**config.mk**
```make
export PLATFORM = sky130hd
export DESIGN_NAME = tmb_engine
export DESIGN_NICKNAME = d
export VERILOG_FILES = /design/src/logic/tmb_bit_locate.v /design/src/logic/tmb_engine.v
export VERILOG_INCLUDE_DIRS = /design/src /design/src/logic
export SDC_FILE = /design/constraint.sdc
export NUM_CORES = 1
export LEC_CHECK = 0
export CAP_MARGIN = 10
export CORE_MARGIN = 2
export CORE_UTILIZATION = 41
export DETAILED_ROUTE_END_ITERATION = 16
export DONT_BUFFER_PORTS = 1
export PLACE_DENSITY_LB_ADDON = 0.3
export SLEW_MARGIN = 40
export SYNTH_ARGS = -nofsm -noshare
export SYNTH_HDL_FRONTEND = slang
export SYNTH_SLANG_ARGS = --single-unit
```
**constraint.sdc**
```tcl
create_clock -name mclk_in -period 4.15 [get_ports mclk_in]
set_clock_uncertainty 0.1 [all_clocks]
set_input_delay 0.415 -clock mclk_in [delete_from_list [all_inputs] [get_ports mclk_in]]
set_output_delay 0.415 -clock mclk_in [all_outputs]
set_load 0.005 [all_outputs]
```
**src/logic/tmb_defs.vh**
```
// Constants shared by the table move and bit engine
`ifndef TMB_DEFS_VH
`define TMB_DEFS_VH

// Operation codes on op_code_in
`define TMB_OP_W            2
`define TMB_OP_TABLE_COPY   2'h0
`define TMB_OP_LABEL_COPY   2'h1
`define TMB_OP_BIT_SET      2'h2
`define TMB_OP_BIT_CLEAR    2'h3

// Largest table_copy_op word count (4096 words)
`define TMB_COPY_MAX        17'h01000

// Bit table geometry: 16 bits per word, length 0 to ff words
`define TMB_WORD_BITS_LOG2  4
`define TMB_BIT_LEN_W       8

// Accumulator and stack level width
`define TMB_ACC_W           32

`endif

```
**src/logic/tmb_bit_locate.v**
```verilog
// Bit reference decoder for the bit set and clear operations
`timescale 1ns/1ps
`default_nettype none
`include "tmb_defs.vh"

module tmb_bit_locate
#(
    parameter REF_W = 16
)
(
    // Operands
    input  wire [REF_W-1:0]                       bit_ref_in,
    input  wire [`TMB_BIT_LEN_W-1:0]              tbl_len_in,
    // Decoded position
    output wire [REF_W-`TMB_WORD_BITS_LOG2-1:0]   word_off_out,
    output wire [15:0]                            bit_mask_out,
    output wire                                   out_of_range_out
);

    // Word index is the reference over 16, bit index its low nibble
    assign word_off_out = bit_ref_in[REF_W-1:`TMB_WORD_BITS_LOG2];
    assign bit_mask_out = 16'h0001 << bit_ref_in[`TMB_WORD_BITS_LOG2-1:0];

    // Beyond the table when the word index reaches the length
    assign out_of_range_out =
        ({{(REF_W-`TMB_WORD_BITS_LOG2){1'b0}}, tbl_len_in} <=
         {{`TMB_BIT_LEN_W{1'b0}}, word_off_out});

endmodule // tmb_bit_locate
`default_nettype wire

```
**src/logic/tmb_engine.v**
```verilog
// Table move and bit engine: word copies, label copies, bit set and clear
`timescale 1ns/1ps
`default_nettype none
`include "tmb_defs.vh"

// Summary of operation
// - Table copy moves consecutive words from source table to equal-length destination.
// - Copy word count comes from stack level one, at most 4096 words.
// - Copy source start is the accumulator, a hex word address.
// - Copy destination start is the instruction operand.
// - Copy flags range error when an operand exceeds what can be handled.
// - Copy may write non-volatile word locations as destination.
// - Label copy word count comes from stack level two.
// - Label copy offset from stack level one applies to both areas.
// - Accumulator holds the label copy source: label or hex word address.
// - Label copy writes starting at the operand destination.
// - Label copy offset starts at zero; no bounds check is made.
// - Bit set forces one addressed table bit to one, others kept.
// - Bit clear forces one addressed table bit to zero, others kept.
// - Bit table length is stack level one, 0 to ff; start is accumulator.
// - Operand gives bit number from bit 0 of first word, 16 per word.
// - Bit operation flags range error when bit lies beyond length times 16.
// - Range error flag holds until scan end or next flag-driving operation.
module tmb_engine
#(
    parameter WM_AW = 16,
    parameter PM_AW = 16
)
(
    // Clock and reset
    input  wire                         mclk_in,
    input  wire                         rst_in,
    // Instruction request from the sequencer
    input  wire                         op_start_in,
    input  wire [`TMB_OP_W-1:0]         op_code_in,
    input  wire                         rung_en_in,
    input  wire                         label_to_word_in,
    input  wire [`TMB_ACC_W-1:0]        acc_in,
    input  wire [`TMB_ACC_W-1:0]        stack1_in,
    input  wire [`TMB_ACC_W-1:0]        stack2_in,
    input  wire [15:0]                  operand_in,
    input  wire                         scan_end_in,
    // Word memory port
    output reg  [WM_AW-1:0]             wm_addr_out,
    output reg                          wm_rd_out,
    output reg                          wm_wr_out,
    output reg  [15:0]                  wm_wdata_out,
    input  wire [15:0]                  wm_rdata_in,
    // Program memory data-label port
    output reg  [PM_AW-1:0]             pm_addr_out,
    output reg                          pm_rd_out,
    output reg                          pm_wr_out,
    output reg  [15:0]                  pm_wdata_out,
    input  wire [15:0]                  pm_rdata_in,
    // Status
    output reg                          busy_out,
    output reg                          done_out,
    output reg                          range_error_flag_out
);

    localparam [2:0] S_IDLE = 3'h0;
    localparam [2:0] S_RD   = 3'h1;
    localparam [2:0] S_WAIT = 3'h2;
    localparam [2:0] S_WR   = 3'h3;
    localparam [2:0] S_FIN  = 3'h4;

    localparam AW = (WM_AW > PM_AW) ? WM_AW : PM_AW;

    reg  [2:0]          state_reg;
    reg  [AW-1:0]       src_reg;
    reg  [AW-1:0]       dst_reg;
    reg  [16:0]         left_reg;
    reg                 src_pm_reg;
    reg                 dst_pm_reg;
    reg                 bit_op_reg;
    reg                 bit_val_reg;
    reg  [15:0]         mask_reg;
    reg                 err_reg;

    wire [11:0]         bit_word_off;
    wire [15:0]         bit_mask;
    wire                bit_oor;
    wire [15:0]         rdata_sel;

    // Read data of whichever space is the source this run
    assign rdata_sel = src_pm_reg ? pm_rdata_in : wm_rdata_in;

    tmb_bit_locate
    #(
        .REF_W            (16)
    )
    u_bit_locate
    (
        .bit_ref_in       (operand_in),
        .tbl_len_in       (stack1_in[`TMB_BIT_LEN_W-1:0]),
        .word_off_out     (bit_word_off),
        .bit_mask_out     (bit_mask),
        .out_of_range_out (bit_oor)
    );

    // Last address a table would touch must fit in the word memory
    function fits_wm;
        input [`TMB_ACC_W-1:0] base;
        input [`TMB_ACC_W-1:0] count;
        reg   [`TMB_ACC_W:0]   last;
        begin
            last    = {1'b0, base} + {1'b0, count};
            fits_wm = (last <= ({{(`TMB_ACC_W+1-WM_AW){1'b0}}, {WM_AW{1'b1}}} + {{`TMB_ACC_W{1'b0}}, 1'b1}));
        end
    endfunction

    // Operand checks done at the start of an operation
    reg copy_bad;
    reg bit_bad;
    always @*
    begin
        copy_bad = 1'b0;
        bit_bad  = 1'b0;
        // Count above 4096 or a table running off the memory cannot be handled
        if ({1'b0, stack1_in[15:0]} > `TMB_COPY_MAX || stack1_in[`TMB_ACC_W-1:16] != 16'h0000)
        begin
            copy_bad = 1'b1;
        end
        if (!fits_wm(acc_in, stack1_in) || !fits_wm({16'h0000, operand_in}, stack1_in))
        begin
            copy_bad = 1'b1;
        end
        // Bit beyond table, or a non hex length / start that runs off memory
        if (bit_oor || stack1_in[`TMB_ACC_W-1:`TMB_BIT_LEN_W] != 24'h000000)
        begin
            bit_bad = 1'b1;
        end
        if (!fits_wm(acc_in, {{(`TMB_ACC_W-12){1'b0}}, bit_word_off} + {{(`TMB_ACC_W-1){1'b0}}, 1'b1}))
        begin
            bit_bad = 1'b1;
        end
    end

    // Sequencer for all operations; each word takes read, wait, write
    always @(posedge mclk_in or posedge rst_in)
    begin
        if (rst_in)
        begin
            state_reg    <= S_IDLE;
            src_reg      <= {AW{1'b0}};
            dst_reg      <= {AW{1'b0}};
            left_reg     <= 17'h00000;
            src_pm_reg   <= 1'b0;
            dst_pm_reg   <= 1'b0;
            bit_op_reg   <= 1'b0;
            bit_val_reg  <= 1'b0;
            mask_reg     <= 16'h0000;
            err_reg      <= 1'b0;
            wm_addr_out  <= {WM_AW{1'b0}};
            wm_rd_out    <= 1'b0;
            wm_wr_out    <= 1'b0;
            wm_wdata_out <= 16'h0000;
            pm_addr_out  <= {PM_AW{1'b0}};
            pm_rd_out    <= 1'b0;
            pm_wr_out    <= 1'b0;
            pm_wdata_out <= 16'h0000;
            busy_out     <= 1'b0;
            done_out     <= 1'b0;
        end
        else
        begin
            done_out  <= 1'b0;
            wm_rd_out <= 1'b0;
            pm_rd_out <= 1'b0;
            wm_wr_out <= 1'b0;
            pm_wr_out <= 1'b0;
            case (state_reg)
                S_IDLE:
                begin
                    // A false rung leaves the request unexecuted
                    if (op_start_in && rung_en_in)
                    begin
                        busy_out    <= 1'b1;
                        bit_op_reg  <= 1'b0;
                        bit_val_reg <= (op_code_in == `TMB_OP_BIT_SET);
                        src_pm_reg  <= 1'b0;
                        dst_pm_reg  <= 1'b0;
                        err_reg     <= 1'b0;
                        state_reg   <= S_RD;
                        case (op_code_in)
                            `TMB_OP_TABLE_COPY:
                            begin
                                // Hex source from accumulator, dest from operand
                                src_reg  <= acc_in[AW-1:0];
                                dst_reg  <= {{(AW-16){1'b0}}, operand_in};
                                left_reg <= copy_bad ? 17'h00000 : stack1_in[16:0];
                                err_reg  <= copy_bad;
                            end
                            `TMB_OP_LABEL_COPY:
                            begin
                                // One offset added to both source and destination
                                src_reg    <= acc_in[AW-1:0] + stack1_in[AW-1:0];
                                dst_reg    <= {{(AW-16){1'b0}}, operand_in} + stack1_in[AW-1:0];
                                left_reg   <= stack2_in[16:0];
                                src_pm_reg <= label_to_word_in;
                                dst_pm_reg <= !label_to_word_in;
                            end
                            default:
                            begin
                                // Read-modify-write of the one addressed word
                                bit_op_reg <= 1'b1;
                                mask_reg   <= bit_mask;
                                src_reg    <= acc_in[AW-1:0] + {{(AW-12){1'b0}}, bit_word_off};
                                dst_reg    <= acc_in[AW-1:0] + {{(AW-12){1'b0}}, bit_word_off};
                                left_reg   <= bit_bad ? 17'h00000 : 17'h00001;
                                err_reg    <= bit_bad;
                            end
                        endcase
                    end
                end
                S_RD:
                begin
                    if (left_reg == 17'h00000)
                    begin
                        state_reg <= S_FIN;
                    end
                    else
                    begin
                        // Label source beyond the area returns whatever is there
                        wm_addr_out <= src_reg[WM_AW-1:0];
                        pm_addr_out <= src_reg[PM_AW-1:0];
                        wm_rd_out   <= !src_pm_reg;
                        pm_rd_out   <= src_pm_reg;
                        state_reg   <= S_WAIT;
                    end
                end
                S_WAIT:
                begin
                    state_reg <= S_WR;
                end
                S_WR:
                begin
                    if (dst_pm_reg)
                    begin
                        pm_addr_out  <= dst_reg[PM_AW-1:0];
                        pm_wdata_out <= rdata_sel;
                        pm_wr_out    <= 1'b1;
                    end
                    else
                    begin
                        wm_addr_out <= dst_reg[WM_AW-1:0];
                        wm_wr_out   <= 1'b1;
                        if (bit_op_reg && bit_val_reg)
                        begin
                            wm_wdata_out <= rdata_sel | mask_reg;
                        end
                        else if (bit_op_reg)
                        begin
                            wm_wdata_out <= rdata_sel & ~mask_reg;
                        end
                        else
                        begin
                            wm_wdata_out <= rdata_sel;
                        end
                    end
                    // Ascending addresses, one word at a time
                    src_reg   <= src_reg + 1'b1;
                    dst_reg   <= dst_reg + 1'b1;
                    left_reg  <= left_reg - 1'b1;
                    state_reg <= S_RD;
                end
                S_FIN:
                begin
                    busy_out  <= 1'b0;
                    done_out  <= 1'b1;
                    state_reg <= S_IDLE;
                end
                default:
                begin
                    state_reg <= S_IDLE;
                end
            endcase
        end
    end

    // Flag follows the last flag-driving operation; scan end clears it.
    // A result landing on the scan-end cycle wins so it is not lost.
    always @(posedge mclk_in or posedge rst_in)
    begin
        if (rst_in)
        begin
            range_error_flag_out <= 1'b0;
        end
        else if (state_reg == S_FIN && (err_reg || !scan_end_in))
        begin
            range_error_flag_out <= err_reg;
        end
        else if (scan_end_in)
        begin
            range_error_flag_out <= 1'b0;
        end
    end

endmodule // tmb_engine
`default_nettype wire

```
==> key figures <==
Worst setup path
  • Critical Path End: left_reg[1]$_DFFE_PP0P_
  • CP bufs+invs: 2
  • CP top delay family: compound AO/OA/AOI/OAI gates
  • WP depth: 14
  • Crit path launch: acc_in[0]
  • Critical Path AT: 4040 ps
  • Startpoint Class: input pin
  • Cells on worst reg2reg path: 10
  • Reg2reg start: left_reg[5]$_DFFE_PP0P_
  • Max incr delay on CP: 490 ps
  • Kind of critical path: in -> reg
  • Reg2Reg Capture Point: wm_addr_out[9]$_DFFE_PP0P_
  • Worst EP required: 4410 ps
  • CP Max Fanout: 6
  • Worst Setup End Kind: flop
  • R2r setup slk: 450 ps
  • Most common cell on crit path: buf_4
  • Slowest-stage cell, CP: o41ai_1
  • Crit path cell chain: ha_1 -> fa_1 -> a21o_1 -> a221oi_4 -> nor2_1 -> a31oi_1 -> xnor2_1 -> or4_1 -> o41ai_1 -> buf_4 -> and4bb_1 -> and4_1 -> buf_4 -> a41o_1

Timing
  • Final hold vios: 0
  • Tcrit/Tclk final: 90.94%
  • PnR worst setup slack: 375.9 ps
  • Final Slew Violations: 0
  • FMAX: 265.0 MHz
  • Sum Neg Setup Slack: 0 ps
  • Min Tclk post-route: 3774 ps
  • Final setup viols: 0
  • RSZ-0062 raised after global routing: false
  • Max_slew headroom: 47.85%
  • Worst-margin pin slew: 778.0 ps

GRT
  • Pin count of the biggest net entering global routing: 145
  • Vias in the first global route: 11737
  • Global-route wire length before repair: 67440 um
  • Congestion Overflow GR: 0
  • Initial antenna violation count: 2
  • Overall Global Routing Usage: 27.37%

Yosys
  • Number of synthesized flops with an enable pin: 0
  • Syn_nets: 1842
  • Mapped Area: 12400 um^2
  • Syn. warnings: 0
  • Async SR Flop Fraction: 100.0%
  • Seq/Total Area, Yosys: 29.05%
  • Seq cells post-synth: 144
  • Synth cell types: 72
  • Cells after Synth: 1614
  • Ys flop type: dfrtp_1
  • Syn avg cell area: 7.685 um^2

Flow run
  • Max-cap viol count: 0

CTS
  • TritonCTS Sinks: 144
  • Root Buffer: clkbuf_16
  • Post-CTS Setup Inserts: 0
  • Clk_lat worst skew: 430 ps
  • TritonCTS Buffers: 17
  • CTS tree: yes
  • H-tree Lvls: 4
  • Max Root-Sink Buffers: 2
  • Clk pin slew, worst setup/hold paths: 60 ps

Detailed routing
  • Routed WL: 43680 um
  • WL per Instance: 22.04 um
  • DRC Markers: 0
  • Initial DRC Count: 1204
  • DR vias/cell: 6.273
  • Antenna viol nets, final: 0
  • Drt pass-1 iters: 7
  • Via count: 12433

Placement
  • Placed insts: 1938
  • Post-DP HPWL: 33390 um
  • Setup Slack @ Placement: 15.53 ps
  • Gpl congestion: 0.9967
  • Dpl cell area: 12770 um^2
  • Port buffer count: 0

Floorplan
  • Die X-Extent: 177.9 um
  • Starting Density: 41.74%
  • Rows: 63
  • IO Pins: 223
  • Core area: 29720 um^2
  • Die Y: 177.9 um
  • Die Area: 31660 um^2

Cells and area
  • Fraction of layout cells with a size suffix above 1: 5.720%
  • Post-Layout Cell Count: 1982
  • Post-route cell area: 13550 um^2
  • Largest register FFs: 17
  • Final Net Count: 1806
  • Area Overhead vs Synth: 9.240%
  • Final design utilization: 45.59%

Worst hold path
  • Hold Crit Depth: 2
  • Worst hold path type: in -> reg

Power
  • PD cells: 531.7 nW/um^2
  • Peak supply drop: 0.3233 mV
  • Leak: 0.005521 uW

Run status
  • Run status: finished, final reports clean
-- cell families (layout without fill, tap and decap cells) --
family                     after synthesis  in the layout  share of synthesized area, %
AOI/OAI and AO/OA                      545            545                         27.17
other                                    0              1                             0
buffers and inverters                  137            114                         4.217
adders and majority gates               76             76                         7.909
xor gates and xnor gates                63             63                         4.449
and+or+nand+nor                        591            591                         22.48
muxes                                   58             58                         4.731
DFF                                    144            144                         29.05
-- layer usage --
metal  GRT usage, %  share of wire (%)
met1          36.05                 42
met2          43.56                 46
met3          6.470                9.2
met4          10.04                3.2
met5              0              0.030
-- report_power, final --
group	switching (uW)	internal, uW
combinational	1740	1080
sequential	666	2020
clock	616	1080
total	3020	4180
-- cell type report --
cell class              instances  area [um^2]
repair buffers                 36        327.8
diodes                          1        2.502
multi-input cells            1333         8295
fillers                      2944        16170
inverters                      46        176.4
flip-flops and latches        144         3606
clock inverters                13        210.2
clock buffers                  19        442.9
well taps                     390        488.0
-- layout by cell type, fill, tap and decap left out, types with 35 or more instances in the layout --
cell,Yosys,routed
nand3_1,49,49
nand2_1,241,239
ha_1,72,72
inv_1,46,45
dfrtp_1,144,142
mux2i_1,53,53
nor2_1,111,110
a31oi_1,37,37
nand4_1,42,42
a21oi_1,147,147
o21ai_0,160,160
xnor2_1,35,35
-- worst register-to-register path: stages, from the launching register on --
cell and delay, ps:
dfrtp_1 420, or3_1 410, nor4_2 290, or4b_1 530
or3_1 360, or3_1 410, o21ai_1 300, nand2_1 120
nand2_1 110, buf_4 320, o21ai_0 180
-- metrics by stage --
| stage | total power (uW) | hold slack [ps] |
|---|---|---|
| 4_1_cts | 7204 | 2.787 |
| 3_3_place_gp | 5360 | 384.3 |
| 5_1_grt | 7760 | 10.06 |
| 2_1_floorplan | 4681 | 350.8 |
| 6_report | 7204 | 21.06 |
| 3_5_place_dp | 5470 | 389.0 |
-- how the worst min path moves through the flow --
stage	start	to	slack, ps
2_1_floorplan	err_reg$_DFFE_PP0P_	range_error_flag_out$_DFFE_PP0P_	350
3_3_place_gp	mask_reg[14]$_DFFE_PP0P_	mask_reg[14]$_DFFE_PP0P_	380
3_5_place_dp	mask_reg[14]$_DFFE_PP0P_	mask_reg[14]$_DFFE_PP0P_	390
4_1_cts	rst_in	pm_wdata_out[9]$_DFFE_PP0P_	3
5_1_grt	stack1_in[5]	left_reg[5]$_DFFE_PP0P_	10
6_report	stack1_in[7]	left_reg[7]$_DFFE_PP0P_	20
-- synth_stat cells (7+ instances only) --
master | n | area, um^2
o21ai_0 | 160 | 800.8
a21o_1 | 14 | 105.1
xor2_1 | 28 | 245.2
clkbuf_1 | 78 | 292.8
nand4_1 | 42 | 262.8
or3_1 | 15 | 93.84
or2_2 | 8 | 50.05
o22ai_1 | 11 | 68.82
mux2i_1 | 53 | 530.5
o21ai_1 | 16 | 80.08
nor2_1 | 111 | 416.7
a211oi_1 | 24 | 180.2
o41ai_1 | 9 | 78.83
o31ai_1 | 14 | 105.1
nor2b_1 | 10 | 62.56
nand2_1 | 241 | 904.6
nor4_1 | 18 | 112.6
o21bai_1 | 7 | 52.55
inv_1 | 46 | 172.7
dfrtp_1 | 144 | 3603
and3_1 | 21 | 131.4
o211ai_1 | 13 | 97.59
a21oi_1 | 147 | 735.7
nand3_1 | 49 | 245.2
ha_1 | 72 | 900.9
nand2b_1 | 17 | 106.4
a31oi_1 | 37 | 231.5
xnor2_1 | 35 | 306.5
buf_2 | 7 | 35.03
nor3_1 | 25 | 125.1
o21a_1 | 14 | 105.1
a21boi_0 | 9 | 67.56
-- repair_timing --
| item | CTS | global route |
|---|---|---|
| hold buffers | 9 | 1 |
| gates resized for setup | 0 | 0 |
| hold endpoints to repair | 8 | 38 |
| endpoints found under the setup margin | 0 | 0 |
(Power assumes the default switching activity.)
